### src/blkcmd_defs.svh
`ifndef BLKCMD_DEFS_SVH
`define BLKCMD_DEFS_SVH

// Command and response codes carried in the first byte of a frame.
`define BLKCMD_CMD_READ    8'h06
`define BLKCMD_CMD_WRITE   8'h08
`define BLKCMD_RSP_READ    8'h07
`define BLKCMD_RSP_WRITE   8'h09

// Frame geometry.
`define BLKCMD_ID_LAST     8'h07
`define BLKCMD_BLK_LAST    4'hF
`define BLKCMD_LIST_DEPTH  15

// Service and block count limits.
`define BLKCMD_CNT_MIN     8'h01
`define BLKCMD_RD_K_MAX    8'h0F
`define BLKCMD_WR_K_MAX    8'h0B
`define BLKCMD_RD_M_MAX_RF 8'h0D
`define BLKCMD_RD_M_MAX    8'h0F
`define BLKCMD_WR_K_SPLIT  8'h08
`define BLKCMD_WR_M_MAX_LO 8'h0C
`define BLKCMD_WR_M_MAX_HI 8'h0B

// Status flag values.
`define BLKCMD_ST1_OK      8'h00
`define BLKCMD_ST1_ERR     8'hFF
`define BLKCMD_ST2_OK      8'h00
`define BLKCMD_ST2_KCNT    8'hA1
`define BLKCMD_ST2_MCNT    8'hA2
`define BLKCMD_ST2_SVC     8'hA3

// Response byte positions and block list element format.
`define BLKCMD_IDX_ST1     8'h09
`define BLKCMD_IDX_ST2     8'h0A
`define BLKCMD_IDX_M       8'h0B
`define BLKCMD_ELEM_SHORT  7

`endif

### src/blkcmd_pkg.sv
`default_nettype none
`include "blkcmd_defs.svh"

package blkcmd_pkg;

    // Phases of one command frame.
    typedef enum logic [3:0] {
        ST_IDLE, ST_ID, ST_SCNT, ST_SLIST, ST_BCNT, ST_BLIST, ST_WDATA,
        ST_WMEM, ST_SKIP, ST_DROP, ST_RESP, ST_RDMEM, ST_RDTX
    } cmd_state_t;

    // All state of the command engine.
    typedef struct packed {
        cmd_state_t  st;
        logic        is_wr;
        logic        tun;
        logic        last_seen;
        logic [7:0]  idx;
        logic [7:0]  k;
        logic [7:0]  m;
        logic [7:0]  err;
        logic [7:0]  sid_hi;
        logic [15:0] sid0;
        logic [7:0][7:0] id;
        logic [`BLKCMD_LIST_DEPTH-1:0][15:0] blist;
        logic [3:0]  ecnt;
        logic [1:0]  epos;
        logic        elen2;
        logic [15:0] bnum;
        logic [3:0]  off;
        logic        rx_ready;
        logic        tx_valid;
        logic        tx_last;
        logic [7:0]  tx_byte;
        logic        acc_req;
        logic        acc_we;
        logic        acc_host;
        logic [15:0] acc_blk;
        logic [3:0]  acc_off;
        logic [7:0]  acc_wdata;
    } cmd_regs_t;

endpackage : blkcmd_pkg
`default_nettype wire

### src/blkcmd_engine.sv
// Functional notes
// - Read request: 0x06, id, k, services, m, list.
// - Tunnel mode reads come from the host.
// - Read service count must be 1 to 15.
// - RF mode read block count 1 to 13.
// - Other modes read block count 1 to 15.
// - Service identifier values themselves are ignored.
// - Multiple services must all carry one value.
// - Out-of-range counts answer error, no transfer.
// - Read answer: 0x07, id, flags, m, data.
// - Error answer omits block count and data.
// - Write request: 0x08, same header, then data.
// - Tunnel mode writes go to the host.
// - Write service count must be 1 to 11.
// - Write, 1-8 services: block count 1 to 12.
// - Write, 9-11 services: block count 1 to 11.
// - Bad service count reports 0xFF, 0xA1.
// - Bad block count reports 0xFF, 0xA2.
// - Mismatched services report 0xFF, 0xA3.
`timescale 1ns/1ps
`default_nettype none
`include "blkcmd_defs.svh"

module blkcmd_engine (
    input  wire logic        sys_clk_in,     // System clock, 10 MHz.
    input  wire logic        nrst_in,        // Asynchronous reset, active low.
    input  wire logic        ce_in,          // Clock enable; low freezes all state.
    input  wire logic        rf_mode_in,     // High in RF communication mode.
    input  wire logic        tunnel_mode_in, // High in tunnel mode.
    input  wire logic [7:0]  rx_byte_in,     // Received command byte.
    input  wire logic        rx_valid_in,    // Received byte is present.
    input  wire logic        rx_last_in,     // Received byte ends the frame.
    output logic             rx_ready_out,   // Engine takes a byte this cycle.
    output logic [7:0]       tx_byte_out,    // Response byte.
    output logic             tx_valid_out,   // Response byte is present.
    output logic             tx_last_out,    // Response byte ends the frame.
    input  wire logic        tx_ready_in,    // Response byte is taken.
    output logic             acc_req_out,    // Storage access request.
    output logic             acc_we_out,     // Access is a write.
    output logic             acc_host_out,   // Access goes to the host.
    output logic [15:0]      acc_blk_out,    // Block number.
    output logic [3:0]       acc_off_out,    // Byte within the block.
    output logic [7:0]       acc_wdata_out,  // Write byte.
    input  wire logic [7:0]  acc_rdata_in,   // Read byte, valid with acknowledge.
    input  wire logic        acc_ack_in      // Access complete.
);
    logic              rst_meta_q;  // First reset synchroniser stage.
    logic              rst_n_q;     // Synchronised reset, active low.
    blkcmd_pkg::cmd_regs_t q;       // Registered state.
    blkcmd_pkg::cmd_regs_t d;       // Next state.
    logic              take;        // A received byte is accepted.
    logic              k_ok;        // Service count within range.
    logic              m_ok;        // Block count within range.
    logic [7:0]        lim_k;       // Service count under test.
    logic [7:0]        rsp_final;   // Index of the last header byte.
    logic              rd_ok;       // Read completes with block data.

    // Reset is asserted at once and released through two flip-flops.
    always_ff @(posedge sys_clk_in or negedge nrst_in) begin
        if (!nrst_in) begin
            rst_meta_q <= 1'b0;
            rst_n_q    <= 1'b0;
        end else begin
            rst_meta_q <= 1'b1;
            rst_n_q    <= rst_meta_q;
        end
    end

    // The count under test is the incoming byte while the count is arriving.
    assign lim_k = (q.st == blkcmd_pkg::ST_SCNT) ? rx_byte_in : q.k;

    // Count range checks.
    blkcmd_limits u_limits (
        .is_wr_in   (q.is_wr),
        .rf_mode_in (rf_mode_in),
        .k_in       (lim_k),
        .m_in       (rx_byte_in),
        .k_ok_out   (k_ok),
        .m_ok_out   (m_ok)
    );

    assign take      = q.rx_ready && rx_valid_in;
    assign rd_ok     = !q.is_wr && (q.err == `BLKCMD_ST2_OK);
    assign rsp_final = rd_ok ? `BLKCMD_IDX_M : `BLKCMD_IDX_ST2;

    // Byte of the response header at a given position.
    function automatic logic [7:0] rsp_byte(input blkcmd_pkg::cmd_regs_t s, input logic [7:0] i);
        logic ok;
        ok = (s.err == `BLKCMD_ST2_OK);
        if (i == 8'h00) begin
            rsp_byte = s.is_wr ? `BLKCMD_RSP_WRITE : `BLKCMD_RSP_READ;
        end else if (i <= 8'h08) begin
            rsp_byte = s.id[3'(i - 8'h01)];
        end else if (i == `BLKCMD_IDX_ST1) begin
            rsp_byte = ok ? `BLKCMD_ST1_OK : `BLKCMD_ST1_ERR;
        end else if (i == `BLKCMD_IDX_ST2) begin
            rsp_byte = s.err;
        end else begin
            rsp_byte = s.m;
        end
    endfunction : rsp_byte

    // Next-state logic for the whole command engine.
    always_comb begin
        d = q;
        case (q.st)
            // Command code decides read, write or a frame to drop.
            blkcmd_pkg::ST_IDLE: begin
                if (take) begin
                    d.idx       = 8'h00;
                    d.err       = `BLKCMD_ST2_OK;
                    d.last_seen = 1'b0;
                    d.tun       = tunnel_mode_in;
                    d.is_wr     = (rx_byte_in == `BLKCMD_CMD_WRITE);
                    if (rx_byte_in == `BLKCMD_CMD_READ || rx_byte_in == `BLKCMD_CMD_WRITE) begin
                        d.st = blkcmd_pkg::ST_ID;
                    end else begin
                        d.st = blkcmd_pkg::ST_DROP;
                    end
                end
            end
            // Card identifier, kept for the echo in the answer.
            blkcmd_pkg::ST_ID: begin
                if (take) begin
                    d.id[q.idx[2:0]] = rx_byte_in;
                    d.idx            = q.idx + 8'h01;
                    if (q.idx == `BLKCMD_ID_LAST) begin
                        d.st = blkcmd_pkg::ST_SCNT;
                    end
                end
            end
            // Service count; a bad one makes the list unparseable.
            blkcmd_pkg::ST_SCNT: begin
                if (take) begin
                    d.k   = rx_byte_in;
                    d.idx = 8'h00;
                    if (k_ok) begin
                        d.st = blkcmd_pkg::ST_SLIST;
                    end else begin
                        d.err = `BLKCMD_ST2_KCNT;
                        d.st  = blkcmd_pkg::ST_SKIP;
                    end
                end
            end
            // Service identifiers: only their agreement matters.
            blkcmd_pkg::ST_SLIST: begin
                if (take) begin
                    d.idx = q.idx + 8'h01;
                    if (!q.idx[0]) begin
                        d.sid_hi = rx_byte_in;
                    end else if (q.idx == 8'h01) begin
                        d.sid0 = {q.sid_hi, rx_byte_in};
                    end else if ({q.sid_hi, rx_byte_in} != q.sid0 && q.err == `BLKCMD_ST2_OK) begin
                        d.err = `BLKCMD_ST2_SVC;
                    end
                    if (q.idx == {q.k[6:0], 1'b0} - 8'h01) begin
                        d.st = blkcmd_pkg::ST_BCNT;
                    end
                end
            end
            // Block count; the first error found is the one reported.
            blkcmd_pkg::ST_BCNT: begin
                if (take) begin
                    d.m    = rx_byte_in;
                    d.ecnt = 4'h0;
                    d.epos = 2'd0;
                    if (!m_ok && q.err == `BLKCMD_ST2_OK) begin
                        d.err = `BLKCMD_ST2_MCNT;
                    end
                    d.st = (m_ok && q.err == `BLKCMD_ST2_OK) ? blkcmd_pkg::ST_BLIST
                                                              : blkcmd_pkg::ST_SKIP;
                end
            end
            // Block list: bit 7 of the first byte selects a 2-byte element.
            blkcmd_pkg::ST_BLIST: begin
                if (take) begin
                    if (q.epos == 2'd0) begin
                        d.elen2 = rx_byte_in[`BLKCMD_ELEM_SHORT];
                        d.epos  = 2'd1;
                    end else if (q.epos == 2'd1 && !q.elen2) begin
                        d.bnum = {8'h00, rx_byte_in};
                        d.epos = 2'd2;
                    end else begin
                        d.blist[q.ecnt] = (q.epos == 2'd1) ? {8'h00, rx_byte_in}
                                                           : {rx_byte_in, q.bnum[7:0]};
                        d.epos = 2'd0;
                        d.ecnt = q.ecnt + 4'h1;
                        if ({4'h0, q.ecnt + 4'h1} == q.m) begin
                            d.ecnt = 4'h0;
                            d.off  = 4'h0;
                            d.st   = q.is_wr ? blkcmd_pkg::ST_WDATA : blkcmd_pkg::ST_SKIP;
                        end
                    end
                end
            end
            // Each write byte is stored before the next is taken.
            blkcmd_pkg::ST_WDATA: begin
                if (take) begin
                    d.acc_req   = 1'b1;
                    d.acc_we    = 1'b1;
                    d.acc_host  = q.tun;
                    d.acc_blk   = q.blist[q.ecnt];
                    d.acc_off   = q.off;
                    d.acc_wdata = rx_byte_in;
                    d.st        = blkcmd_pkg::ST_WMEM;
                end
            end
            blkcmd_pkg::ST_WMEM: begin
                if (acc_ack_in) begin
                    d.acc_req = 1'b0;
                    d.acc_we  = 1'b0;
                    d.off     = q.off + 4'h1;
                    if (q.off == `BLKCMD_BLK_LAST) begin
                        d.ecnt = q.ecnt + 4'h1;
                    end
                    if ((q.off == `BLKCMD_BLK_LAST && {4'h0, q.ecnt + 4'h1} == q.m)
                        || q.last_seen) begin
                        d.idx = 8'h00;
                        d.st  = blkcmd_pkg::ST_RESP;
                    end else begin
                        d.st = blkcmd_pkg::ST_WDATA;
                    end
                end
            end
            // Header bytes go out one handshake at a time.
            blkcmd_pkg::ST_RESP: begin
                if (q.tx_valid && tx_ready_in) begin
                    d.tx_valid = 1'b0;
                    d.tx_last  = 1'b0;
                    d.idx      = q.idx + 8'h01;
                    if (q.idx == rsp_final) begin
                        d.ecnt = 4'h0;
                        d.off  = 4'h0;
                        d.st   = rd_ok ? blkcmd_pkg::ST_RDMEM : blkcmd_pkg::ST_IDLE;
                    end
                end else if (!q.tx_valid) begin
                    d.tx_valid = 1'b1;
                    d.tx_byte  = rsp_byte(q, q.idx);
                    d.tx_last  = (q.idx == rsp_final) && !rd_ok;
                end
            end
            // Block data fetched a byte at a time from store or host.
            blkcmd_pkg::ST_RDMEM: begin
                if (!q.acc_req) begin
                    d.acc_req  = 1'b1;
                    d.acc_host = q.tun;
                    d.acc_blk  = q.blist[q.ecnt];
                    d.acc_off  = q.off;
                end else if (acc_ack_in) begin
                    d.acc_req  = 1'b0;
                    d.tx_valid = 1'b1;
                    d.tx_byte  = acc_rdata_in;
                    d.tx_last  = (q.off == `BLKCMD_BLK_LAST) && ({4'h0, q.ecnt + 4'h1} == q.m);
                    d.st       = blkcmd_pkg::ST_RDTX;
                end
            end
            blkcmd_pkg::ST_RDTX: begin
                if (tx_ready_in) begin
                    d.tx_valid = 1'b0;
                    d.tx_last  = 1'b0;
                    d.off      = q.off + 4'h1;
                    if (q.off == `BLKCMD_BLK_LAST) begin
                        d.ecnt = q.ecnt + 4'h1;
                    end
                    d.st = q.tx_last ? blkcmd_pkg::ST_IDLE : blkcmd_pkg::ST_RDMEM;
                end
            end
            // SKIP and DROP wait for the frame end.
            default: begin
            end
        endcase
        // The frame end decides between answering and dropping the frame.
        if (take) begin
            d.last_seen = rx_last_in;
            if (rx_last_in && d.st != blkcmd_pkg::ST_WMEM && q.st != blkcmd_pkg::ST_IDLE) begin
                d.idx = 8'h00;
                if (d.st == blkcmd_pkg::ST_SKIP || d.err != `BLKCMD_ST2_OK) begin
                    d.st = blkcmd_pkg::ST_RESP;
                end else begin
                    d.st = blkcmd_pkg::ST_IDLE;
                end
            end else if (rx_last_in && q.st == blkcmd_pkg::ST_IDLE) begin
                d.st = blkcmd_pkg::ST_IDLE;
            end
        end
        d.rx_ready = (d.st != blkcmd_pkg::ST_WMEM) && (d.st != blkcmd_pkg::ST_RESP)
                  && (d.st != blkcmd_pkg::ST_RDMEM) && (d.st != blkcmd_pkg::ST_RDTX);
    end

    // State register; the clock enable freezes everything.
    always_ff @(posedge sys_clk_in or negedge rst_n_q) begin
        if (!rst_n_q) begin
            q    <= '0;
            q.st <= blkcmd_pkg::ST_IDLE;
        end else if (ce_in) begin
            q <= d;
        end
    end

    assign rx_ready_out  = q.rx_ready;
    assign tx_byte_out   = q.tx_byte;
    assign tx_valid_out  = q.tx_valid;
    assign tx_last_out   = q.tx_last;
    assign acc_req_out   = q.acc_req;
    assign acc_we_out    = q.acc_we;
    assign acc_host_out  = q.acc_host;
    assign acc_blk_out   = q.acc_blk;
    assign acc_off_out   = q.acc_off;
    assign acc_wdata_out = q.acc_wdata;
endmodule : blkcmd_engine
`default_nettype wire

### src/blkcmd_limits.sv
`timescale 1ns/1ps
`default_nettype none
`include "blkcmd_defs.svh"

// Range checks on the service count and block count of one command.
module blkcmd_limits (
    input  wire logic       is_wr_in,
    input  wire logic       rf_mode_in,
    input  wire logic [7:0] k_in,
    input  wire logic [7:0] m_in,
    output logic            k_ok_out,
    output logic            m_ok_out
);
    logic [7:0] k_max;  // Largest legal service count.
    logic [7:0] m_max;  // Largest legal block count.

    // Limits depend on direction, link mode and, for writes, the service count.
    always_comb begin
        if (is_wr_in) begin
            k_max = `BLKCMD_WR_K_MAX;
            m_max = (k_in > `BLKCMD_WR_K_SPLIT) ? `BLKCMD_WR_M_MAX_HI
                                                : `BLKCMD_WR_M_MAX_LO;
        end else begin
            k_max = `BLKCMD_RD_K_MAX;
            m_max = rf_mode_in ? `BLKCMD_RD_M_MAX_RF : `BLKCMD_RD_M_MAX;
        end
        k_ok_out = (k_in >= `BLKCMD_CNT_MIN) && (k_in <= k_max);
        m_ok_out = (m_in >= `BLKCMD_CNT_MIN) && (m_in <= m_max);
    end
endmodule : blkcmd_limits
`default_nettype wire

### config.mk
export PLATFORM = sky130hd
export DESIGN_NAME = blkcmd_engine
export DESIGN_NICKNAME = d
export VERILOG_FILES = /design/src/blkcmd_pkg.sv /design/src/blkcmd_engine.sv /design/src/blkcmd_limits.sv
export VERILOG_INCLUDE_DIRS = /design/src
export SDC_FILE = /design/constraint.sdc
export NUM_CORES = 1
export LEC_CHECK = 0
export BUFFER_PORTS_ARGS = -buffer_cell sky130_fd_sc_hd__clkbuf_2
export CAP_MARGIN = 5
export CORE_MARGIN = 2
export CORE_UTILIZATION = 55
export DETAILED_ROUTE_END_ITERATION = 10
export PLACE_DENSITY = 0.81
export SLEW_MARGIN = 5
export SYNTH_ARGS = -nofsm -noshare
export SYNTH_HDL_FRONTEND = slang
export SYNTH_SLANG_ARGS = --single-unit
### constraint.sdc
create_clock -name sys_clk_in -period 12.4 [get_ports sys_clk_in]
set_input_delay 0.62 -clock sys_clk_in [delete_from_list [all_inputs] [get_ports sys_clk_in]]
set_output_delay 0.62 -clock sys_clk_in [all_outputs]
set_load 0.05 [all_outputs]
==> results of run 1 <==
## cells in the mapped netlist (all sizes together) (8+ instances only)
master / n
o211ai: 9
nor2: 42
buf: 52
o22ai: 13
or2: 11
nand2: 354
dfrtp: 430
nand3: 56
mux2i: 32
or3: 10
nor4: 15
ha: 16
nand2b: 12
mux4: 80
or4: 8
o21ai: 307
xnor2: 8
mux2: 136
and2: 10
clkbuf: 140
xor2: 25
nand4: 11
a21oi: 38
nor3: 23
a31oi: 11
inv: 22
## routing by layer
layer	wire length, µm	GRT usage (%)	share of wire [%]
met5	15	0	0.028
met4	2038	13.14	3.7
met1	21910	36.53	40
met3	3299	4.658	6.1
met2	27110	46.50	50
## where the power goes
| part | total (mW) | switching [mW] | internal [mW] |
|---|---|---|---|
| Clock | 1.41 | 0.578 | 0.835 |
| Combinational | 1.15 | 0.760 | 0.395 |
| Sequential | 1.65 | 0.135 | 1.51 |
| Total | 4.22 | 1.47 | 2.74 |
## kinds of logic (layout without fill, tap and decap cells)
group | after synthesis | count (layout)
muxes | 248 | 248
and+or+nand+nor | 580 | 580
AOI/OAI and AO/OA | 431 | 431
other | 1 | 1
xor gates and xnor gates | 33 | 33
adders and majority gates | 16 | 16
DFF | 430 | 430
buffers and inverters | 218 | 208
## sequential cells by signal, indices dropped and copies added, names as in the netlist
register       count
acc_blk_out       16
acc_host_out       1
acc_off_out        4
acc_req_out        1
acc_wdata_out      8
acc_we_out         1
q                386
rst_meta_q         1
rst_n_q            1
rx_ready_out       1
tx_byte_out        8
tx_last_out        1
tx_valid_out       1
## path summary, 6_finish.rpt
check	start	to	cells after the start
worst max-delay path	q[433]	q[433]	16
worst min-delay path	rst_n_q	q[385]	0
worst max register to register	q[433]	q[433]	16
worst min register to register	rst_n_q	q[385]	0
max in group asynchronous	rst_n_q	q[299]	2
min in group sys_clk_in	tunnel_mode_in	q[430]	2
## critical path: stages, from the launching register on
cell,delay (ps)
dfrtp_1,910
nor2b_1,560
and2_1,340
nor4_1,90
a22o_1,240
nor2_1,150
nor2_1,80
ha_1,290
nor2b_1,130
o31ai_1,110
o211ai_1,350
o211ai_1,140
or4_2,640
o22ai_1,390
o211ai_4,240
a32oi_2,270
o22a_1,180
## cells in the final DEF, fill, tap and decap left out, drive strengths merged, types with 25 or more instances in the layout
cell type,synthesis,layout
nand3,56,56
a21oi,38,38
nand2,354,354
mux2,136,136
buf,52,34
xor2,25,25
dfrtp,430,430
mux4,80,80
mux2i,32,32
nor2,42,42
o21ai,307,307
clkbuf,140,132
## per-stage QoR
stage               util [%]  hold WS [ps]
floorplan                  -         324.4
CTS                    60.81         126.6
global placement       56.65         120.9
finish                 60.82         117.9
global route           60.82         138.5
detailed placement     56.65         124.5
## cell type report
cell class	instances	area, µm²
inverter	26	97.59
fill	3001	14760
tap	511	639.4
clock buffer	66	1295
clock inverter	15	264.0
multi-input combinational	1309	9249
timing repair buffer	101	595.6
sequential	430	10770
==> impl_metrics.env, run 1 <==
export IMPL_worstMarginPinSlew_ps=1222
export IMPL_hold_path_class="reg -> async"
export IMPL_synth_seq_cells=430
export IMPL_nets=1954
export IMPL_path_max_fanout=27
export IMPL_placed_cells=2376
export IMPL_area_growth_synth_to_final_pct=8.807
export IMPL_gp_congestion=0.9518
export IMPL_ant_nets=0
export IMPL_synth_edf_count=0
export IMPL_drive_above_1_share_pct=22.24
export IMPL_ys_async_sr_fraction_pct=100.0
export IMPL_setup_violations=0
export IMPL_ctsHtreeMaxLevel=2
export IMPL_insertedDiodeCount=0
export IMPL_synthFlopType="dfrtp_1"
export IMPL_clkSlewWorstSetupHoldPaths_ps=60
export IMPL_dr_pass1_iters=6
export IMPL_drc=0
export IMPL_core_um2=37670
export IMPL_cts_buffers=45
export IMPL_synth_xor_area_share_pct=1.373
export IMPL_cts_tree="yes"
export IMPL_stdcell_count=2458
export IMPL_drtIter0Drc=1339
export IMPL_clk_latency_ps=600
export IMPL_rsz0062_at_grt="false"
export IMPL_grt_pass1_vias=15370
export IMPL_cts_setup_buffers=0
export IMPL_cp_end_kind="flip-flop"
export IMPL_fin_area_um2=22910
export IMPL_clockBufferDepth=3
export IMPL_grt_overflow=0
export IMPL_synth_top_family_by_area="multiplexers"
export IMPL_fin_crit_sh_pct=41.85
export IMPL_vias=15220
export IMPL_final_setup_worst_slack_ps=7211
export IMPL_start_util_pct=55.90
export IMPL_die_height_um=199.7
export IMPL_wl_um=54370
export IMPL_peakVddDrop_v=0.0001517
export IMPL_fmax_ghz=0.1927
export IMPL_grt_pass1_wl_um=85680
export IMPL_rows=71
export IMPL_post_place_ws_ps=7398
export IMPL_synthAdderAreaFrac_pct=0.9508
export IMPL_synth_cell_type_count=84
export IMPL_hold_viol=0
export IMPL_dieArea_um2=39860
export IMPL_cts_sinks=430
export IMPL_synth_cells=1957
export IMPL_setup_tns_ps=0
export IMPL_drv_slew=0
export IMPL_synthTopCellsByArea="dfrtp_1 (51%), mux4_2 (8.6%), mux2_2 (7.3%)"
export IMPL_criticalPathCategory="reg -> reg"
export IMPL_yosys_area_share_simple_pct=12.54
export IMPL_required_ps=12940
export IMPL_critPathLaunchType="flip-flop"
export IMPL_cts_resized_gates=0
export IMPL_synth_top_area_share_pct=51.11
export IMPL_slew_headroom_pct=16.19
export IMPL_drv_cap=0
export IMPL_post_drt_wl_per_cell_um=22.12
export IMPL_via_per_inst=6.193
export IMPL_total_power_mw=4.217
export IMPL_synth_area_per_cell_um2=10.76
export IMPL_min_period_ps=5189
export IMPL_dp_hpwl_um=35170
export IMPL_io_buffers=66
export IMPL_muxShareOfSynthArea_pct=17.35
export IMPL_seq_area_frac_synth_pct=51.11
export IMPL_synth_compound_area_share_pct=11.63
export IMPL_synth_top_area_cell="dfrtp_1"
export IMPL_arrival_ps=5730
export IMPL_ios=67
export IMPL_clock_root_buffer="clkbuf_16"
export IMPL_fp_dieW_um=199.7
export IMPL_hold_buffers=1
export IMPL_p_leak_nw=10.28
export IMPL_skew_ps=33.51
export IMPL_powerDensity_nw_per_um2=184.1
export IMPL_synth_warnings=0
export IMPL_netlist_area_um2=21060
export IMPL_syn_nets=1998
export IMPL_placed_cell_area_um2=21340
export IMPL_outcome="complete, no violations"
export IMPL_grt_use_total_pct=28.15
export IMPL_antenna_found_initial=1
export IMPL_grt_max_degree=97
export IMPL_reg2reg_slack_ps=7210
Note: power is estimated with default switching activity, not from simulation.
==> run 2, diff against run 1 <==
- clock period: 12.4 -> 4.6 ns (I/O delays scaled with it)
==> run 2 against run 1 <==
Via count increased by 1.1%; critical path type unchanged; utilization increased by 0.49 points; flip-flop and latch count unchanged; critical path depth unchanged; non-clock buffer count increased by 22; worst hold slack got worse by 110 ps; combinational power increased to 2.8 times the previous value; clock-buffer cell count decreased by 7; power increased to 2.7 times the previous value; setup slack got worse by 6700 ps.
==> impl_metrics.env, run 2 (synthesis gave the netlist of run 1 again) <==
export IMPL_post_place_ws_ps=525.2
export IMPL_fmax_ghz=0.2424
export IMPL_nets=1975
export IMPL_drive_above_1_share_pct=22.82
export IMPL_antenna_found_initial=0
export IMPL_cts_sinks=430
export IMPL_insertedDiodeCount=0
export IMPL_wl_um=53560
export IMPL_ctsHtreeMaxLevel=2
export IMPL_ios=67
export IMPL_drv_cap=0
export IMPL_criticalPathCategory="reg -> reg"
export IMPL_whs_ps=12.48
export IMPL_drc=0
export IMPL_grt_max_degree=145
export IMPL_dp_hpwl_um=33540
export IMPL_peakVddDrop_v=0.0004008
export IMPL_p_leak_nw=10.39
export IMPL_multi_input_area_um2=9248
export IMPL_clkSlewWorstSetupHoldPaths_ps=60
export IMPL_via_per_inst=6.208
export IMPL_rsz0062_at_grt="false"
export IMPL_clock_root_buffer="clkbuf_16"
export IMPL_cts_resized_gates=0
export IMPL_final_setup_worst_slack_ps=474.0
export IMPL_setup_violations=0
export IMPL_core_um2=37670
export IMPL_fillers=2916
export IMPL_post_drt_wl_per_cell_um=21.61
export IMPL_grt_pass1_vias=15670
export IMPL_drv_slew=0
export IMPL_grt_pass1_wl_um=84930
export IMPL_area_growth_synth_to_final_pct=9.674
export IMPL_fin_crit_sh_pct=89.70
export IMPL_powerDensity_nw_per_um2=489.8
export IMPL_regMostFlops="q"
export IMPL_crit_start="q[433]"
export IMPL_cp_end_kind="flip-flop"
export IMPL_worstHoldStart="acc_rdata_in[6]"
export IMPL_outcome="complete, no violations"
export IMPL_layout_commonest_cell="dfrtp_1"
export IMPL_required_ps=5110
export IMPL_cts_setup_buffers=0
export IMPL_clk_latency_ps=590
export IMPL_hold_buffers=11
export IMPL_cts_tree="yes"
export IMPL_final_util_pct=61.31
export IMPL_vias=15390
export IMPL_hold_viol=0
export IMPL_total_power_mw=11.31
export IMPL_clockBufferDepth=3
export IMPL_seq_area_um2=10770
export IMPL_arrival_ps=4640
export IMPL_dieArea_um2=39860
export IMPL_io_buffers=66
export IMPL_path_max_fanout=10
export IMPL_fp_dieW_um=199.7
export IMPL_drtIter0Drc=1293
export IMPL_largest_reg_flops=386
export IMPL_hold_path_class="in -> reg"
export IMPL_worstMarginPinSlew_ps=1224
export IMPL_critPathLaunchType="flip-flop"
export IMPL_grt_overflow=0
export IMPL_start_util_pct=55.90
export IMPL_gp_congestion=0.9984
export IMPL_slew_headroom_pct=16.05
export IMPL_die_height_um=199.7
export IMPL_ant_nets=0
export IMPL_grt_use_total_pct=27.58
export IMPL_skew_ps=23.89
export IMPL_setup_tns_ps=0
export IMPL_dr_pass1_iters=8
export IMPL_cts_buffers=44
export IMPL_min_period_ps=4126
export IMPL_layout_cells_most_common_list="dfrtp_1 (427), nand2_1 (354), o21ai_0 (305), mux2_2 (136), mux4_2 (80)"
export IMPL_r2r_start="q[433]"
export IMPL_rows=71
[run 2: cell count changes in the layout (fill, tap and decap cells not counted), sizes merged]
cell | previous run | this run
buf | 34 | 46
dlygate4sd3 | 1 | 11
clkbuf | 132 | 125
clkinv | 11 | 16
clkinvlp | 1 | 2
[run 2: worst max-delay path, stage by stage (launching register included)]
cell and delay, ps:
dfrtp_1 360, nor2b_1 180, and2_1 340, nor4_1 100, a22o_1 250, nor2_1 150
nor2_1 70, ha_1 280, nor2b_1 130, o31ai_1 100, o211ai_1 280, o211ai_1 130
or4_2 640, o22ai_1 390, o211ai_4 230, a32oi_2 260, o22a_1 180
[run 2: worst paths after layout]
path / end / slack (ps) / cells after the start
max in group asynchronous: tx_byte_out[2] / 2880 / 1
setup / recovery: q[433] / 470 / 16
setup reg to reg: q[433] / 470 / 16
hold / removal: tx_byte_out[6] / 10 / 3
min in group asynchronous: q[369] / 320 / 0
hold reg to reg: q[369] / 320 / 0
[run 2: layout make-up]
cell class              count  area share (%)
multi-input cells        1309           40.05
flip-flops and latches    430           46.64
clock inverters            21           1.257
inverters                  26          0.4226
well taps                 511           2.769
repair buffers            123           3.511
clock buffers              59           5.359
[run 2: per-layer routing]
layer	part of all wire (%)	GRT usage [%]	up-vias
met5	0	0	-
met4	4.6	13.53	0
met3	7.0	5.401	181
met2	48	45.20	660
met1	40	35.26	7714
li1	-	-	6834
[run 2: through the flow]
| stage | instances | area, µm² |
|---|---|---|
| final | 2479 | 23090 |
| after CTS | 2479 | 23090 |
| after global routing | 2479 | 23090 |
| after global placement | 2388 | 21450 |
| after floorplan | 1957 | 21060 |
| after detailed placement | 2388 | 21450 |
[run 2: power by group]
group | total (mW) | switching [mW] | internal (mW)
sequential | 4.36 | 0.276 | 4.08
clock | 3.75 | 1.56 | 2.19
combinational | 3.20 | 2.11 | 1.09
total | 11.3 | 3.94 | 7.37
==> run 3, diff against run 2 <==
- REMOVE_ABC_BUFFERS: default -> 1
==> run 3 against run 2 <==
Power fell by 1.8%; utilization down 0.33 points; critical path type unchanged; cell count is 0.32% lower; highest routed layer unchanged; combinational power hardly changed; die area stayed put; clock skew is 13 ps lower; non-clock buffer count fell by 6; maximum frequency down 1.5%.
==> impl_metrics.env, run 3 (synthesis gave the netlist of run 1 again) <==
export IMPL_wl_um=53280
export IMPL_grt_use_total_pct=27.60
export IMPL_layout_cells_most_common_list="dfrtp_1 (427), nand2_1 (354), o21ai_0 (305), mux2_2 (136), mux4_2 (80)"
export IMPL_cp_slowest_cell="or4_2"
export IMPL_cp_cell_sequence="nor2b_1 > and2_1 > nor4_1 > a22o_1 > nor2_1 > nor2_1 > ha_1 > nor2b_1 > o31ai_1 > o211ai_1 > o211ai_1 > or4_2 > o22ai_1 > o211ai_4 > a32oi_2 > o22a_1"
export IMPL_cts_setup_buffers=0
export IMPL_final_util_pct=60.98
export IMPL_setup_violations=0
export IMPL_via_per_inst=6.261
export IMPL_grt_overflow=0
export IMPL_clkSlewWorstSetupHoldPaths_ps=60
export IMPL_seq_area_um2=10770
export IMPL_nets=1968
export IMPL_whs_ps=18.30
export IMPL_grt_max_degree=151
export IMPL_regMostFlops="q"
export IMPL_hold_path_class="in -> reg"
export IMPL_reg2reg_slack_ps=410
export IMPL_powerDensity_nw_per_um2=483.7
export IMPL_fillers=2832
export IMPL_setup_tns_ps=0
export IMPL_placed_cells=2387
export IMPL_grt_pass1_wl_um=85150
export IMPL_antenna_found_initial=0
export IMPL_io_buffers=66
export IMPL_hold_buffers=6
export IMPL_grt_pass1_vias=15720
export IMPL_post_drt_wl_per_cell_um=21.56
export IMPL_total_power_mw=11.11
export IMPL_clk_latency_ps=560
export IMPL_cts_tree="yes"
export IMPL_cts_sinks=430
export IMPL_rows=71
export IMPL_rsz0062_at_grt="false"
export IMPL_gp_congestion=0.9665
export IMPL_worstMarginPinSlew_ps=1326
export IMPL_dieArea_um2=39860
export IMPL_p_leak_nw=10.33
export IMPL_fin_area_um2=22970
export IMPL_fp_dieW_um=199.7
export IMPL_ctsHtreeMaxLevel=2
export IMPL_drv_slew=0
export IMPL_cts_resized_gates=0
export IMPL_clockBufferDepth=3
export IMPL_stdcell_count=2471
export IMPL_cp_end_kind="flip-flop"
export IMPL_min_period_ps=4187
export IMPL_cts_buffers=43
export IMPL_post_place_ws_ps=507.8
export IMPL_dp_hpwl_um=32550
export IMPL_hold_viol=0
export IMPL_criticalPathCategory="reg -> reg"
export IMPL_core_um2=37670
export IMPL_ios=67
export IMPL_fmax_ghz=0.2388
export IMPL_slew_headroom_pct=10.99
export IMPL_drv_cap=0
export IMPL_start_util_pct=55.90
export IMPL_dr_pass1_iters=5
export IMPL_placed_cell_area_um2=21460
export IMPL_outcome="complete, no violations"
export IMPL_path_max_fanout=10
export IMPL_area_growth_synth_to_final_pct=9.092
export IMPL_vias=15470
export IMPL_clock_root_buffer="clkbuf_16"
export IMPL_critPathLaunchType="flip-flop"
export IMPL_fin_crit_sh_pct=91.02
export IMPL_arrival_ps=4680
export IMPL_cpPeakStageDelay_ps=630
export IMPL_multi_input_area_um2=9248
export IMPL_insertedDiodeCount=0
export IMPL_peakVddDrop_v=0.0002742
export IMPL_drive_above_1_share_pct=22.70
export IMPL_ant_nets=0
export IMPL_layout_commonest_cell="dfrtp_1"
export IMPL_largest_reg_flops=386
export IMPL_skew_ps=10.96
export IMPL_drc=0
export IMPL_required_ps=5090
export IMPL_die_height_um=199.7
export IMPL_drtIter0Drc=1703
export IMPL_final_setup_worst_slack_ps=412.9
## run 3: worst max-delay path: cells and delay by family (launching register included)
family / cells / cell delay, ps
simple gates: 7 / 1540
compound gates: 8 / 1890
fa+ha+maj: 1 / 290
flops: 1 / 380
## run 3: final cells by class
type	count	share of cell area (%)
Clock buffer	64	5.643
Inverter	26	0.4249
Multi-Input combinational cell	1309	40.26
Timing Repair Buffer	117	3.334
Clock inverter	14	0.6700
Sequential cell	430	46.88
Tap cell	511	2.784
## run 3: routing by layer
| metal | global-route usage, % | part of all wire [%] | vias up |
|---|---|---|---|
| met5 | 0 | 0 | - |
| met4 | 11.80 | 3.6 | 0 |
| met3 | 4.911 | 8.2 | 154 |
| met2 | 43.85 | 48 | 690 |
| met1 | 37.67 | 40 | 7793 |
| li1 | - | - | 6833 |
## run 3: report_power, final
group	switching [mW]	leakage, nW	internal (mW)
Sequential	0.282	5.94	4.08
Combinational	2.10	3.68	1.09
Clock	1.49	0.713	2.07
## run 3: worst paths after layout
kind | from | to | cells past startpoint
min | acc_rdata_in[4] | tx_byte_out[4] | 3
min reg2reg | rst_n_q | q[395] | 0
max reg2reg | q[432] | q[435] | 16
max in group asynchronous | rst_n_q | q[223] | 1
max | q[432] | q[435] | 16
min in group asynchronous | rst_n_q | q[395] | 0
